<file path="src/rtl/asc_regs.vh">
/*
 * constants of the scan and calibration sequencer: apb map, field
 * positions, reset values, phase durations and slot encodings.
 * assumes a 100 MHz mclk; every time but ASC_CAL_GAP_MIN is kept in ms and turned into
 * cycles by the timer from ASC_MS_CYC.
 */
`ifndef ASC_REGS_VH
`define ASC_REGS_VH

// clock and time base
`define ASC_CLK_HZ       100000000
`define ASC_MS_CYC       17'd100000
`define ASC_GAIN_MS      19'd101
`define ASC_OFFS_MS      19'd73
`define ASC_CAL_GAP_MIN  5
`define ASC_CAL_GAP_MS   19'd300000

// channel update time per filter setting
`define ASC_FLT_60       3'd0
`define ASC_FLT_50       3'd1
`define ASC_FLT_10       3'd2
`define ASC_FLT_250      3'd3
`define ASC_FLT_500      3'd4
`define ASC_FLT_1K       3'd5
`define ASC_UPD_60_MS    19'd56
`define ASC_UPD_50_MS    19'd66
`define ASC_UPD_10_MS    19'd305
`define ASC_UPD_250_MS   19'd18
`define ASC_UPD_500_MS   19'd12
`define ASC_UPD_1K_MS    19'd9

// apb byte offsets
`define ASC_A_CTRL       8'h00
`define ASC_A_STAT       8'h04
`define ASC_A_ERR        8'h08
`define ASC_A_INVALID    8'h0c
`define ASC_A_OPEN       8'h10
`define ASC_A_RANGE      8'h14
`define ASC_A_CFG0       8'h20
`define ASC_A_DATA0      8'h40

// control and channel config fields
`define ASC_CTRL_CYC     0
`define ASC_CTRL_INIT    1
`define ASC_CTRL_RST     1'b1
`define ASC_CFG_EN       0
`define ASC_CFG_FLT_LO   1
`define ASC_CFG_CLS_LO   4
`define ASC_CFG_TC       8
`define ASC_CFG_RST      9'h000

// module error types and codes
`define ASC_ET_NONE      3'b000
`define ASC_ET_HW        3'b001
`define ASC_ET_CFG       3'b010
`define ASC_EX_HW        9'h001
`define ASC_EX_FLT0      9'h004

// slot kinds and the reference slot index
`define ASC_K_ACQ        2'd0
`define ASC_K_GAIN       2'd1
`define ASC_K_OFFS       2'd2
`define ASC_CJC          4'd8

`endif

</file>
<file path="src/rtl/asc_ms_timer.v">
/*
 * millisecond phase timer: a load pulse starts a count of load_ms
 * milliseconds, done pulses for one cycle at its end.
 * assumes load is a single-cycle pulse from logic on mclk.
 */
`timescale 1ns/1ps

module asc_ms_timer #(
    parameter [16:0] CYC_PER_MS = 17'd100000
) (
    // clock and reset
    input  wire        mclk,
    input  wire        srst,
    // control
    input  wire        load,
    input  wire [18:0] load_ms,
    // status
    output reg         done,
    output reg         busy
);

`include "asc_regs.vh"

localparam [16:0] PRE_TOP = CYC_PER_MS - 17'd1;

reg [16:0] pre_r;
reg [18:0] left_r;

////////////////////////////////////////////////////////////////////////
always @(posedge mclk) begin
    if (srst) begin
        pre_r  <= 17'h0;
        left_r <= 19'h0;
        done   <= 1'b0;
        busy   <= 1'b0;
    end else begin
        done <= 1'b0;
        if (load) begin
            pre_r <= 17'h0;
            // never shorter than one ms
            left_r <= (load_ms == 19'h0) ? 19'h1 : load_ms;
            busy   <= 1'b1;
        end else if (busy) begin
            if (pre_r == PRE_TOP) begin
                pre_r  <= 17'h0;
                left_r <= left_r - 19'h1;
                if (left_r == 19'h1) begin
                    busy <= 1'b0;
                    done <= 1'b1;
                end
            end else begin
                pre_r <= pre_r + 17'h1;
            end
        end
    end
end

endmodule

</file>
<file path="src/rtl/asc_seq.v">
/*
 * scan and calibration sequencer for eight analog channels plus the
 * cold junction reference, with channel diagnostics and apb registers.
 * assumes an analog front end on mclk that converts one slot per
 * fe_start and presents result and range flags at the slot's end.
 */
// Register access over APB and the address map were decided locally.
// What this block does
// - cyclic cal adds one gain phase (101 ms), next scan one offset phase (73 ms)
// - channel of an already calibrated class is skipped, no added scan time
// - after all classes, reference gets gain then offset in two more scans if some channel is a thermocouple
// - after a full cal cycle, plain scans for 5 minutes, then cal again
// - start-up cal of enabled channels on run entry, init, reset, whatever the cyclic cal enable
// - during start-up cal data is held and every invalid bit reads 1
// - start-up: gain and offset per channel and reference, then one acquisition each
// - scan = enabled channel times plus one reference slot at slowest tc filter
// - green indicator lit only with power on and self-tests passed
// - failed power-up self-test keeps indicator dark and reports module error
// - errors shown at once on indicator; hardware and config faults reported
// - range and open flags in the range and open registers, not in input data; hardware faults in error word
// - enabled channels checked every scan for config and range, every other scan for open circuit
// - invalid channel configuration raises an error report
// - over and under range flags of each channel kept in the range register
// - open-circuit test every other scan, per-channel flags in the open register
// - update time by filter: 10 Hz 305 ms, 60 Hz 56 ms, 1 kHz 9 ms
// - reference sampled once per scan only if some channel is a thermocouple
// - cyclic cal on by default; online config change starts cal, data held
`timescale 1ns/1ps
`include "asc_regs.vh"

module asc_seq #(
    parameter [16:0] CYC_PER_MS = `ASC_MS_CYC,
    parameter [18:0] CAL_GAP_MS = `ASC_CAL_GAP_MS
) (
    // clock and reset
    input  wire        mclk,
    input  wire        srst,
    // apb slave
    input  wire        psel,
    input  wire        penable,
    input  wire        pwrite,
    input  wire [7:0]  paddr,
    input  wire [31:0] pwdata,
    output reg  [31:0] prdata,
    output reg         pready,
    output reg         pslverr,
    // device pins
    input  wire        transition_a,
    input  wire        selftest_done,
    input  wire        selftest_fail,
    input  wire        hw_fault,
    // analog front end
    input  wire [15:0] fe_data,
    input  wire        fe_over,
    input  wire        fe_under,
    input  wire        fe_open,
    output reg         fe_start,
    output reg  [3:0]  fe_chan,
    output reg  [1:0]  fe_kind,
    output reg         fe_oc_test,
    // status
    output reg         led_ok,
    output reg  [11:0] mod_err,
    output reg  [7:0]  channel_data_invalid_bits
);

localparam [2:0] ST_WAIT   = 3'd0;
localparam [2:0] ST_SU_CAL = 3'd1;
localparam [2:0] ST_SU_ACQ = 3'd2;
localparam [2:0] ST_SCAN   = 3'd3;
localparam [2:0] ST_CAL    = 3'd4;

reg  [8:0]  cfg_r [0:7];
reg  [15:0] data_r [0:7];
reg  [3:0]  s1_r, s2_r, s3_r, pin_r;
reg         run_d_r;
reg         st_pass_r;
reg         cyc_en_r;
reg  [2:0]  state_r;
reg  [3:0]  idx_r;
reg         ph_r;
reg         busy_r;
reg         su_req_r;
reg         cal_act_r;
reg  [15:0] cls_done_r;
reg         cjc_done_r;
reg         cal_ph_r;
reg  [3:0]  cal_item_r;
reg         oc_scan_r;
reg  [7:0]  hold_r, open_r, over_r, under_r;
reg         slot_ld_r, gap_ld_r;
reg  [18:0] slot_ms_r;

wire [7:0]  en, tc, bad, need_cal, cfg_hit;
wire [18:0] upd_ms [0:7];
wire        slot_done, gap_done;
wire        any_tc   = |tc;
wire        hw_err   = pin_r[2] | pin_r[3];
wire        run_ok   = st_pass_r & ~hw_err;
wire        su_go    = su_req_r & run_ok;
wire        wr_en    = psel & penable & pready & pwrite;
wire        init_wr  = wr_en & (paddr == `ASC_A_CTRL) & pwdata[`ASC_CTRL_INIT];
wire        run_rise = pin_r[0] & ~run_d_r;
wire        online   = (state_r == ST_SCAN) | (state_r == ST_CAL);
wire        cyc_end;

function [18:0] flt_ms;
    input [2:0] f;
    begin
        case (f)
            `ASC_FLT_60:  flt_ms = `ASC_UPD_60_MS;
            `ASC_FLT_50:  flt_ms = `ASC_UPD_50_MS;
            `ASC_FLT_10:  flt_ms = `ASC_UPD_10_MS;
            `ASC_FLT_250: flt_ms = `ASC_UPD_250_MS;
            `ASC_FLT_500: flt_ms = `ASC_UPD_500_MS;
            default:      flt_ms = `ASC_UPD_1K_MS;
        endcase
    end
endfunction

////////////////////////////////////////////////////////////////////////
genvar g;
generate
    for (g = 0; g < 8; g = g + 1) begin : ch
        assign en[g]     = cfg_r[g][`ASC_CFG_EN];
        assign tc[g]     = en[g] & cfg_r[g][`ASC_CFG_TC];
        assign upd_ms[g] = flt_ms(cfg_r[g][3:1]);
        assign bad[g]      = en[g] & (cfg_r[g][3:1] > `ASC_FLT_1K);
        assign need_cal[g] = en[g] & ~cls_done_r[cfg_r[g][7:4]];
        assign cfg_hit[g]  = wr_en & (paddr == (`ASC_A_CFG0 + 8'd4 * g));
    end
endgenerate

////////////////////////////////////////////////////////////////////////
// reference slot lasts as the slowest thermocouple channel
reg [18:0] cjc_ms;
reg [3:0]  pick;
reg        pick_ok;
reg [3:0]  bad_ch;
integer    i;
always @* begin
    cjc_ms  = 19'h0;
    pick    = `ASC_CJC;
    pick_ok = 1'b0;
    bad_ch  = 4'h0;
    for (i = 7; i >= 0; i = i - 1) begin
        if (tc[i] && upd_ms[i] > cjc_ms) begin
            cjc_ms = upd_ms[i];
        end
        if (need_cal[i]) begin
            pick    = i[3:0];
            pick_ok = 1'b1;
        end
        if (bad[i]) begin
            bad_ch = i[3:0];
        end
    end
    if (!pick_ok && any_tc && !cjc_done_r) begin
        pick_ok = 1'b1;
    end
end

// slot wanted in the present step, its kind and length
reg        need;
reg [18:0] tms;
reg [1:0]  kind;
reg [3:0]  ch_sel;
always @* begin
    need   = 1'b0;
    tms    = `ASC_GAIN_MS;
    kind   = `ASC_K_ACQ;
    ch_sel = idx_r;
    case (state_r)
        ST_SU_CAL: begin
            need = (idx_r == `ASC_CJC) ? any_tc : en[idx_r[2:0]];
            tms  = ph_r ? `ASC_OFFS_MS : `ASC_GAIN_MS;
            kind = ph_r ? `ASC_K_OFFS : `ASC_K_GAIN;
        end
        ST_SU_ACQ, ST_SCAN: begin
            // channel slots plus one reference slot
            need = (idx_r == `ASC_CJC) ? any_tc : en[idx_r[2:0]];
            tms  = (idx_r == `ASC_CJC) ? cjc_ms : upd_ms[idx_r[2:0]];
        end
        ST_CAL: begin
            need   = 1'b1;
            ch_sel = cal_item_r;
            tms    = cal_ph_r ? `ASC_OFFS_MS : `ASC_GAIN_MS;
            kind   = cal_ph_r ? `ASC_K_OFFS : `ASC_K_GAIN;
        end
        default: need = 1'b0;
    endcase
end

wire step     = busy_r ? slot_done : ~need;
wire acq_done = slot_done & (fe_kind == `ASC_K_ACQ) & (fe_chan != `ASC_CJC)
              & ((state_r == ST_SU_ACQ) | (state_r == ST_SCAN));
wire [2:0] ach = fe_chan[2:0];
assign cyc_end = (state_r == ST_SCAN) & step & (idx_r == `ASC_CJC) & cal_act_r & ~pick_ok;

////////////////////////////////////////////////////////////////////////
// pins: three flops, a level counts once stages two and three agree
always @(posedge mclk) begin
    if (srst) begin
        s1_r      <= 4'h0;
        s2_r      <= 4'h0;
        s3_r      <= 4'h0;
        pin_r     <= 4'h0;
        run_d_r   <= 1'b0;
        st_pass_r <= 1'b0;
    end else begin
        s1_r    <= {hw_fault, selftest_fail, selftest_done, transition_a};
        s2_r    <= s1_r;
        s3_r    <= s2_r;
        pin_r   <= (pin_r & (s2_r ^ s3_r)) | (s3_r & ~(s2_r ^ s3_r));
        run_d_r <= pin_r[0];
        // pass latched only after clean self-test
        if (pin_r[1] && !pin_r[2]) begin
            st_pass_r <= 1'b1;
        end
    end
end

// indicator and error word follow faults at once
always @(posedge mclk) begin
    if (srst) begin
        led_ok  <= 1'b0;
        mod_err <= 12'h0;
    end else begin
        led_ok <= st_pass_r & ~hw_err & ~(|bad);
        if (hw_err) begin
            mod_err <= {`ASC_ET_HW, `ASC_EX_HW};
        end else if (|bad) begin
            mod_err <= {`ASC_ET_CFG, `ASC_EX_FLT0 + {5'h0, bad_ch}};
        end else begin
            mod_err <= {`ASC_ET_NONE, 9'h0};
        end
    end
end

////////////////////////////////////////////////////////////////////////
// sequencer
always @(posedge mclk) begin
    if (srst) begin
        state_r    <= ST_WAIT;
        idx_r      <= 4'h0;
        ph_r       <= 1'b0;
        busy_r     <= 1'b0;
        su_req_r   <= 1'b1;
        cal_act_r  <= 1'b0;
        cls_done_r <= 16'h0;
        cjc_done_r <= 1'b0;
        cal_ph_r   <= 1'b0;
        cal_item_r <= 4'h0;
        oc_scan_r  <= 1'b0;
        slot_ld_r  <= 1'b0;
        gap_ld_r   <= 1'b0;
        slot_ms_r  <= 19'h0;
        fe_start   <= 1'b0;
        fe_chan    <= 4'h0;
        fe_kind    <= `ASC_K_ACQ;
        fe_oc_test <= 1'b0;
        channel_data_invalid_bits <= 8'hff;
    end else begin
        fe_start  <= 1'b0;
        slot_ld_r <= 1'b0;
        gap_ld_r  <= 1'b0;
        // start-up request, a new request wins over its take
        su_req_r <= (su_req_r & ~su_go) | run_rise | init_wr;
        if (!run_ok) begin
            state_r <= ST_WAIT;
            busy_r  <= 1'b0;
        end else if (su_go) begin
            state_r <= ST_SU_CAL;
            idx_r   <= 4'h0;
            ph_r    <= 1'b0;
            busy_r  <= 1'b0;
            channel_data_invalid_bits <= 8'hff;
        end else if (state_r != ST_WAIT) begin
            if (!busy_r && need) begin
                busy_r     <= 1'b1;
                slot_ld_r  <= 1'b1;
                slot_ms_r  <= tms;
                fe_start   <= 1'b1;
                fe_chan    <= ch_sel;
                fe_kind    <= kind;
                fe_oc_test <= (state_r == ST_SCAN) & oc_scan_r & (kind == `ASC_K_ACQ);
                // flip at launch, so a restart mid-slot begins with gain
                if (state_r == ST_CAL) begin
                    cal_ph_r <= ~cal_ph_r;
                end
            end else if (step) begin
                busy_r <= 1'b0;
            end
            // first valid acquisition clears the bit
            if (acq_done && state_r == ST_SU_ACQ) begin
                channel_data_invalid_bits[ach] <= 1'b0;
            end
            if (step) begin
                case (state_r)
                    ST_SU_CAL: begin
                        // gain and offset for every needed item, others skipped
                        if (ph_r || !need) begin
                            ph_r <= 1'b0;
                            idx_r <= (idx_r == `ASC_CJC) ? `ASC_CJC : idx_r + 4'h1;
                            if (idx_r == `ASC_CJC) begin
                                state_r <= ST_SU_ACQ;
                            end
                        end else begin
                            ph_r <= 1'b1;
                        end
                    end
                    ST_SU_ACQ: begin
                        if (idx_r == `ASC_CJC) begin
                            idx_r <= 4'h0;
                        end else if (idx_r == 4'h7) begin
                            idx_r     <= 4'h0;
                            state_r   <= ST_SCAN;
                            cal_act_r <= 1'b0;
                            gap_ld_r  <= 1'b1;
                        end else begin
                            idx_r <= idx_r + 4'h1;
                        end
                    end
                    ST_SCAN: begin
                        if (idx_r == `ASC_CJC) begin
                            idx_r <= 4'h0;
                            oc_scan_r <= ~oc_scan_r;
                            if (cal_act_r && pick_ok) begin
                                state_r    <= ST_CAL;
                                cal_item_r <= pick;
                            end else if (cal_act_r) begin
                                cal_act_r <= 1'b0;
                                gap_ld_r  <= 1'b1;
                            end
                        end else begin
                            idx_r <= idx_r + 4'h1;
                        end
                    end
                    ST_CAL: begin
                        state_r <= ST_SCAN;
                        // class marked after its offset phase
                        if (fe_kind == `ASC_K_OFFS && cal_item_r == `ASC_CJC) begin
                            cjc_done_r <= 1'b1;
                        end else if (fe_kind == `ASC_K_OFFS) begin
                            cls_done_r[cfg_r[cal_item_r[2:0]][7:4]] <= 1'b1;
                        end
                    end
                    default: state_r <= ST_WAIT;
                endcase
            end
            // gap over: new cycle, or wait another gap
            if (gap_done && online) begin
                if (cyc_en_r) begin
                    cal_act_r <= 1'b1;
                end else begin
                    gap_ld_r <= 1'b1;
                end
            end
            // online change starts a cycle afresh
            if ((|cfg_hit) && online) begin
                cal_act_r <= 1'b1;
            end
            if (((|cfg_hit) || (gap_done && cyc_en_r)) && online) begin
                cls_done_r <= 16'h0;
                cjc_done_r <= 1'b0;
                cal_ph_r   <= 1'b0;
            end
        end
    end
end

////////////////////////////////////////////////////////////////////////
// held channels skip updates until cycle ends or start-up starts; set wins
always @(posedge mclk) begin
    if (srst) begin
        hold_r <= 8'h0;
    end else begin
        hold_r <= (hold_r & ~{8{cyc_end | su_go}}) | (cfg_hit & {8{online}});
    end
end

// per-scan range and open flags, bit n is channel n
always @(posedge mclk) begin
    if (srst) begin
        open_r  <= 8'h0;
        over_r  <= 8'h0;
        under_r <= 8'h0;
    end else if (acq_done && !hold_r[ach]) begin
        over_r[ach]  <= fe_over;
        under_r[ach] <= fe_under;
        if (fe_oc_test) begin
            open_r[ach] <= fe_open;
        end
    end
end

// data written only by real acquisitions
always @(posedge mclk) begin
    if (acq_done && !hold_r[ach]) begin
        data_r[ach] <= fe_data;
    end
end

////////////////////////////////////////////////////////////////////////
// apb writes
integer    k;
always @(posedge mclk) begin
    if (srst) begin
        cyc_en_r <= `ASC_CTRL_RST;
        for (k = 0; k < 8; k = k + 1) begin
            cfg_r[k] <= `ASC_CFG_RST;
        end
    end else if (wr_en) begin
        if (paddr == `ASC_A_CTRL) begin
            cyc_en_r <= pwdata[`ASC_CTRL_CYC];
        end
        for (k = 0; k < 8; k = k + 1) begin
            if (cfg_hit[k]) begin
                cfg_r[k] <= pwdata[8:0];
            end
        end
    end
end

// read decode; one wait state, pready high in the second access cycle
reg [31:0] rd_nxt;
reg        err_nxt;
always @* begin
    rd_nxt  = 32'h0;
    err_nxt = 1'b0;
    if (paddr == `ASC_A_CTRL) begin
        rd_nxt = {31'h0, cyc_en_r};
    end else if (paddr == `ASC_A_STAT) begin
        rd_nxt = {21'h0, idx_r, state_r, cal_act_r, su_req_r, led_ok};
    end else if (paddr == `ASC_A_ERR) begin
        rd_nxt = {20'h0, mod_err};
    end else if (paddr == `ASC_A_INVALID) begin
        rd_nxt = {24'h0, channel_data_invalid_bits};
    end else if (paddr == `ASC_A_OPEN) begin
        rd_nxt = {24'h0, open_r};
    end else if (paddr == `ASC_A_RANGE) begin
        rd_nxt = {16'h0, over_r, under_r};
    end else if (paddr[7:5] == 3'b001 && paddr[1:0] == 2'b00) begin
        rd_nxt = {23'h0, cfg_r[paddr[4:2]]};
    end else if (paddr[7:5] == 3'b010 && paddr[1:0] == 2'b00) begin
        rd_nxt = {16'h0, data_r[paddr[4:2]]};
    end else begin
        err_nxt = 1'b1;
    end
end

always @(posedge mclk) begin
    if (srst) begin
        pready  <= 1'b0;
        pslverr <= 1'b0;
        prdata  <= 32'h0;
    end else begin
        pready  <= psel & penable & ~pready;
        pslverr <= psel & penable & ~pready & err_nxt;
        if (psel && penable && !pready && !pwrite) begin
            prdata <= rd_nxt;
        end
    end
end

////////////////////////////////////////////////////////////////////////
asc_ms_timer #(.CYC_PER_MS(CYC_PER_MS)) u_slot (
    .mclk    (mclk),
    .srst    (srst),
    .load    (slot_ld_r),
    .load_ms (slot_ms_r),
    .done    (slot_done),
    .busy    ()
);

asc_ms_timer #(.CYC_PER_MS(CYC_PER_MS)) u_gap (
    .mclk    (mclk),
    .srst    (srst),
    .load    (gap_ld_r),
    .load_ms (CAL_GAP_MS),
    .done    (gap_done),
    .busy    ()
);

endmodule

</file>
<file path="config.mk">
export PLATFORM = sky130hd
export DESIGN_NAME = asc_seq
export DESIGN_NICKNAME = d
export VERILOG_FILES = /design/src/rtl/asc_ms_timer.v /design/src/rtl/asc_seq.v
export VERILOG_INCLUDE_DIRS = /design/src /design/src/rtl
export SDC_FILE = /design/constraint.sdc
export NUM_CORES = 1
export LEC_CHECK = 0
export BUFFER_PORTS_ARGS = -buffer_cell sky130_fd_sc_hd__buf_2
export CORE_MARGIN = 2
export CORE_UTILIZATION = 56
export DETAILED_ROUTE_END_ITERATION = 6
export PLACE_DENSITY = 0.75
export SLEW_MARGIN = 20
export SYNTH_ARGS = -nofsm -noshare
export SYNTH_HDL_FRONTEND = slang
export SYNTH_SLANG_ARGS = --single-unit
</file>
<file path="constraint.sdc">
create_clock -name mclk -period 11 [get_ports mclk]
set_input_delay 2.2 -clock mclk [delete_from_list [all_inputs] [get_ports mclk]]
set_output_delay 2.2 -clock mclk [all_outputs]
set_load 0.02 [all_outputs]
</file>
==> results of run 1 <==
==> power groups by stage <==
stage / logic [mW] / clock network (mW) / registers, mW
detailed placement: 0.344 / 0 / 1.69
global route: 0.470 / 1.60 / 1.66
floorplan: 0.218 / 0 / 1.68
finish: 0.440 / 1.52 / 1.66
CTS: 0.395 / 1.54 / 1.65
global placement: 0.336 / 0 / 1.69
==> Yosys cell counts, types with 12 or more instances <==
cell	instances	area share [%]
nand2b_1	26	0.74
a21o_1	14	0.48
nand4_1	32	0.91
mux4_2	114	12
dfxtp_1	214	19
and2_1	13	0.37
nand3_1	60	1.4
o21ai_0	78	1.8
ha_1	64	3.6
buf_2	16	0.36
nor2_1	302	5.1
nor2b_1	27	0.76
mux2i_1	49	2.2
xnor2_1	26	1.0
a21oi_1	148	3.4
edfxtp_1	200	27
and3_1	16	0.45
nor4_1	17	0.48
buf_4	23	0.78
a211oi_1	23	0.78
clkbuf_1	79	1.3
inv_1	87	1.5
xor2_1	37	1.5
nor3_1	43	0.97
nand2_1	204	3.5
a221oi_1	12	0.48
or3_1	22	0.62
==> metal layers <==
metal,vias to the layer above,part of all wire (%)
met5,-,0.064
met4,6,5.2
met3,222,9.4
met2,1058,47
met1,8898,38
li1,8254,-
==> area by class of cell <==
cell class | instances | area share [%]
inverter | 91 | 1.29
clock inverter | 21 | 0.949
timing repair buffer | 273 | 7.26
clock buffer | 56 | 4.63
sequential | 414 | 38.8
multi-input combinational | 1525 | 44.6
tap | 518 | 2.45
==> sequential cells by signal, indices dropped and copies added, names as in the netlist, 6 cells and up, named ones only <==
signal and cells:
hold_r 8, u_gap.pre_r 17, slot_ms_r 8, over_r 8, channel_data_invalid_bits 8, open_r 8, u_slot.left_r 19, mod_err 6
data_r 128, cfg_r 72, u_slot.pre_r 17, u_gap.left_r 19, cls_done_r 16, prdata 16, under_r 8
==> through the flow <==
stage	power [mW]	cells	setup slack, ns	utilization [%]	instance area [sq um]
floorplan	1.90	2157	0.0182	-	22200
global placement	2.02	2765	-0.777	61.1	23700
detailed placement	2.03	2765	-0.869	61.1	23700
CTS	3.59	2883	-0.0558	67.0	26000
global route	3.72	2898	-0.750	68.2	26500
finish	3.62	2898	-0.335	68.2	26500
==> kinds of logic after synthesis <==
group	count (synthesis)	share of synthesized area [%]
AO/OA/AOI/OAI	388	11.2
XOR/XNOR	63	2.50
adder cells (fa/ha/maj)	64	3.63
buffers and inverters	218	4.23
flip-flops	414	46.6
multiplexers	174	14.4
other	1	0.0170
AND/OR/NAND/NOR	814	17.4
==> layout by cell type (no fill, tap or decap), drive strengths merged, types with 24 or more instances in the layout <==
cell,Yosys,final
xnor2,26,26
nor2,302,302
a211oi,24,24
mux2i,49,49
nor3,44,44
mux4,114,114
dfxtp,214,214
o21ai,80,80
ha,64,64
xor2,37,37
clkbuf,80,56
nand3,61,61
a21oi,150,150
nand2,204,204
edfxtp,200,200
nand4,33,33
buf,47,273
nor2b,27,27
inv,89,94
nand2b,26,26
==> what timing repair did <==
| action | CTS | global route |
|---|---|---|
| pin swaps | 39 | 61 |
| endpoints found under the hold margin | 0 | 0 |
| cloned | 0 | 0 |
| buffers inserted | 41 | 16 |
| endpoints found under the setup margin | 8 | 8 |
| resized for setup | 96 | 77 |
==> worst reg2reg max path: cells and delay by family (launching register included) <==
family,cells,cell delay (ns)
AOI/OAI and AO/OA,29,5.75
adders and majority gates,7,1.75
and+or+nand+nor,12,1.67
buffers and inverters,9,1.40
DFF,1,0.44
muxes,1,0.26
==> worst max-delay path by stage <==
| stage | from | end | slack, ns |
|---|---|---|---|
| floorplan | cfg_r[7][1]$_DFFE_PP_ | slot_ms_r[4]$_SDFFE_PP0P_ | 0.02 |
| global placement | cfg_r[7][3]$_DFFE_PP_ | slot_ms_r[0]$_SDFFE_PP0P_ | -0.78 |
| detailed placement | cfg_r[7][3]$_DFFE_PP_ | slot_ms_r[0]$_SDFFE_PP0P_ | -0.87 |
| CTS | cfg_r[7][1]$_DFFE_PP_ | slot_ms_r[4]$_SDFFE_PP0P_ | -0.06 |
| global route | cfg_r[7][0]$_DFFE_PP_ | slot_ms_r[0]$_SDFFE_PP0P_ | -0.75 |
| finish | cfg_r[7][1]$_DFFE_PP_ | slot_ms_r[0]$_SDFFE_PP0P_ | -0.33 |
==> out/results.ini, run 1 <==
[logic_synthesis]
netlist_area_sq_um=22100
avgSynthCellArea_sq_um=10.3
synth_cell_types=88
synth_top_flop_cell=dfxtp_1
ys_async_sr_fraction_pct=0
synth_edf_count=200
ys_seq_elements=414
synth_seq_area_share_pct=46.6
syn_inst=2136
synth-warning-count=0

[power_and_ir_drop]
clockPowerShare_pct=42.1
p_leak_nw=9.88
p_comb_share_pct=12.2
power_density_nw_per_um2=137
seq_power_share_pct=45.7
internal_power_mw=2.74
p_sw_share_pct=24.3
switching_power_mw=0.881
ir_worst_vdd_v=0.000161

[route]
postRouteAntennaNets=0
drc=0
first_iter_violations=1826
detail_route.vias_per_cell=6.36
wirelength_microns=64300
drt_first_pass_iters=6
post_drt_wl_per_cell_microns=22.2
vias=18400

[critical_path]
cp.depth=58
cp_num_buf_inv=9
critPathArrivalTime_ns=11.81
r2r_cells=58
worstPathMaxFanout=8
critPathLaunchType=register
cp_slowest_cell=edfxtp_1
reg2reg_from=cfg_r[7][1]$_DFFE_PP_
worst-setup-path-type=register to register
cpMostUsedCell=buf_4
critPathMaxStageDelay_ns=0.44
rr_endpoint=slot_ms_r[0]$_SDFFE_PP0P_
worstPathRequired_ns=11.47
cp-end-kind=register
crit_family=compound AO/OA/AOI/OAI gates
r2r_setup_slack_ns=-0.33

[finish]
seq_area_sq_um=10300
multiInputGateArea_sq_um=11800
antenna_cells=0
layout-drive-gt1-share_pct=26.1
fillers=2752
nNetsFinal=2479
syn2layout_area_growth_pct=19.9

[cts]
cts_tree=done
hold_buffers=0
path_clk_slew_ns=0.06
clk_latency_ns=0.59
cts_buffers=42
clk_root_buffer_cell=clkbuf_16
clock-sinks=414
htreeDepth=2
clockBufferDepth=3

[hold_path]
min-delay-start=s1_r[1]$_SDFF_PP0_
min_to=s2_r[1]$_SDFF_PP0_
hp-class=register to register
min_path_cells=1

[grt]
use_met3_pct=6.42
grt_util_met1_pct=39.6
grt_usage_pct=30.9
grt_remaining_overflow=0
grt_pass1_vias=18100
antenna_found_initial=3
grtUsageMet2_pct=49.9
grt_first_pass_wirelength_microns=99000
busiest_layer=met2
grt_max_degree=57

[place]
dp_hpwl_microns=44200
port_buffers=85
place_congestion=1.00

[die]
die_area_sq_um=41000
coreArea_sq_um=38800
num_rows=72
die_w_microns=203
num_io_pins=131
start_util_pct=56.9
die-height_microns=203

[timing]
fmax_ghz=0.0882
tightest_slew_ns=1.04
timing.hold.ws_ns=0.443
setup_viol=8
fin_crit_ns=11.33
relSlewSlack_pct=28.7
hold_viol=0
finalCritPeriodShare_pct=103
clock_skew_ns=0.0322
rsz0062_at_grt=true
fin_ws_ns=-0.335
fin_setup_tns_ns=-1.72
finalMaxSlewViolations=0

[status]
status=complete, but fails checks
violations=setup timing

[flow_run]
max_cap_violations=0

Power figures use the tool's default switching activity.
==> inputs of run 2 (changes only) <==
Settings changed: RECOVER_POWER from default to 50.
==> out/results.ini, run 2 (synthesis results as in run 1) <==
[status]
status=complete, but fails checks
violations=capacitance limit, slew limit, setup timing

[flow_run]
max_cap_violations=2  ; +2

[finish]
layout_commonest_cell=nor2_1
largest-register=data_r
syn2layout_area_growth_pct=19.4
fillers=2799  ; +1.7%
instances_no_fill=2898  ; unchanged
layout-drive-gt1-share_pct=23.5  ; -2.6 points
nNetsFinal=2479  ; unchanged
top_regs=data_r (128), cfg_r (72)
final_cell_mix=nor2_1, dfxtp_1, edfxtp_1
antenna_cells=0  ; unchanged
fin_area_sq_um=26400  ; -0.43%
largest_register_ffs=128  ; unchanged

[route]
first_iter_violations=1817  ; -0.49%
vias=18400  ; -0.27%
wirelength_microns=64500  ; +0.25%
post_drt_wl_per_cell_microns=22.2  ; +0.25%
drc=0  ; unchanged
detail_route.vias_per_cell=6.35  ; -0.27%
postRouteAntennaNets=0  ; unchanged
drt_first_pass_iters=6  ; unchanged

[critical_path]
critPathLaunchType=register
cp-end-kind=register
critPathMaxStageDelay_ns=0.44  ; about the same
crit_family=compound AO/OA/AOI/OAI gates
critPathArrivalTime_ns=11.82  ; about the same
worstPathRequired_ns=11.47  ; about the same
worst-setup-path-type=register to register
cp_slowest_cell=edfxtp_1
worstPathMaxFanout=8  ; unchanged
cpMostUsedCell=buf_4
cp_num_buf_inv=9  ; unchanged

[cts]
cts_buffers=42  ; unchanged
clk_root_buffer_cell=clkbuf_16
cts_tree=done
path_clk_slew_ns=0.06  ; about the same
clockBufferDepth=3  ; unchanged
clock-sinks=414  ; unchanged
htreeDepth=2  ; unchanged
clk_latency_ns=0.59  ; about the same

[die]
num_io_pins=131  ; unchanged
start_util_pct=56.9  ; unchanged
die_w_microns=203  ; unchanged
num_rows=72  ; unchanged
die-height_microns=203  ; unchanged
die_area_sq_um=41000  ; unchanged
coreArea_sq_um=38800  ; unchanged

[grt]
grt_first_pass_wirelength_microns=99000  ; unchanged
grt_remaining_overflow=0  ; unchanged
grt_max_degree=57  ; unchanged
grt_pass1_vias=18100  ; unchanged
antenna_found_initial=3  ; unchanged
grt_usage_pct=30.9  ; unchanged

[timing]
hold_viol=0  ; unchanged
finalMaxSlewViolations=52  ; +52
timing.hold.ws_ns=0.443  ; -0.0000290 ns
tightest_slew_ns=1.61  ; +0.566 ns
fin_ws_ns=-0.350  ; -0.0156 ns
setup_viol=8  ; unchanged
relSlewSlack_pct=-7.29  ; -36 points
fin_crit_ns=11.35  ; +0.0156 ns
rsz0062_at_grt=true
fmax_ghz=0.0881  ; -0.14%
clock_skew_ns=0.0325  ; +0.000327 ns
finalCritPeriodShare_pct=103  ; +0.14 points

[place]
place_congestion=1.00  ; unchanged
port_buffers=85  ; unchanged
post-place-cells=2765  ; unchanged
dp_hpwl_microns=44200  ; unchanged
post_dp_cell_area_sq_um=23700  ; unchanged

[power_and_ir_drop]
power_density_nw_per_um2=137  ; +0.38%
p_leak_nw=9.66  ; -2.2%
finalPower_mw=3.62  ; about the same
ir_worst_vdd_v=0.000159  ; -1.4%

[hold_path]
hp-class=register to register

-- run 2: power by group --
group / total (mW) / leakage (nW) / internal, mW / switching, mW
Sequential: 1.66 / 3.61 / 1.63 / 0.0255
Combinational: 0.439 / 5.31 / 0.200 / 0.240
Clock: 1.52 / 0.738 / 0.908 / 0.615
-- run 2: area by class of cell --
| cell class | instances | area [sq um] | share of cell area, % |
|---|---|---|---|
| sequential | 414 | 10300 | 39.0 |
| inverter | 91 | 342 | 1.30 |
| clock buffer | 56 | 1230 | 4.65 |
| multi-input combinational | 1525 | 11800 | 44.6 |
| tap | 518 | 648 | 2.46 |
| clock inverter | 21 | 251 | 0.954 |
| timing repair buffer | 273 | 1840 | 6.98 |
-- run 2: what timing repair did --
| item | in CTS | in global routing |
|---|---|---|
| resized for setup | 96 | 77 |
| pin swaps | 39 | 61 |
| setup endpoints to repair | 8 | 8 |
| buffers inserted | 41 | 16 |
| hold buffers | 0 | 0 |
-- run 2: worst paths after layout --
| check | from | endpoint | slack, ns | cells after the start |
|---|---|---|---|---|
| max | cfg_r[7][1]$_DFFE_PP_ | slot_ms_r[0]$_SDFFE_PP0P_ | -0.35 | 58 |
| min | s1_r[1]$_SDFF_PP0_ | s2_r[1]$_SDFF_PP0_ | 0.44 | 1 |
| max reg2reg | cfg_r[7][1]$_DFFE_PP_ | slot_ms_r[0]$_SDFFE_PP0P_ | -0.35 | 58 |
| min reg2reg | s1_r[1]$_SDFF_PP0_ | s2_r[1]$_SDFF_PP0_ | 0.44 | 1 |
-- run 2: per-stage QoR --
stage | utilization (%) | TNS [ns] | setup WS, ns
after global placement | 61.1 | -5.04 | -0.777
final | 67.9 | -1.68 | -0.350
after global routing | 67.9 | -5.20 | -0.750
after CTS | 67.0 | -0.159 | -0.0558
after detailed placement | 61.1 | -6.04 | -0.869
after floorplan | - | 0 | 0.0182
-- run 2: layer usage --
| metal | track usage [%] | routed length (microns) |
|---|---|---|
| met3 | 6.42 | 5930 |
| met4 | 15.6 | 3260 |
| met2 | 49.9 | 30400 |
| met1 | 39.6 | 24800 |
| met5 | 0 | 41 |
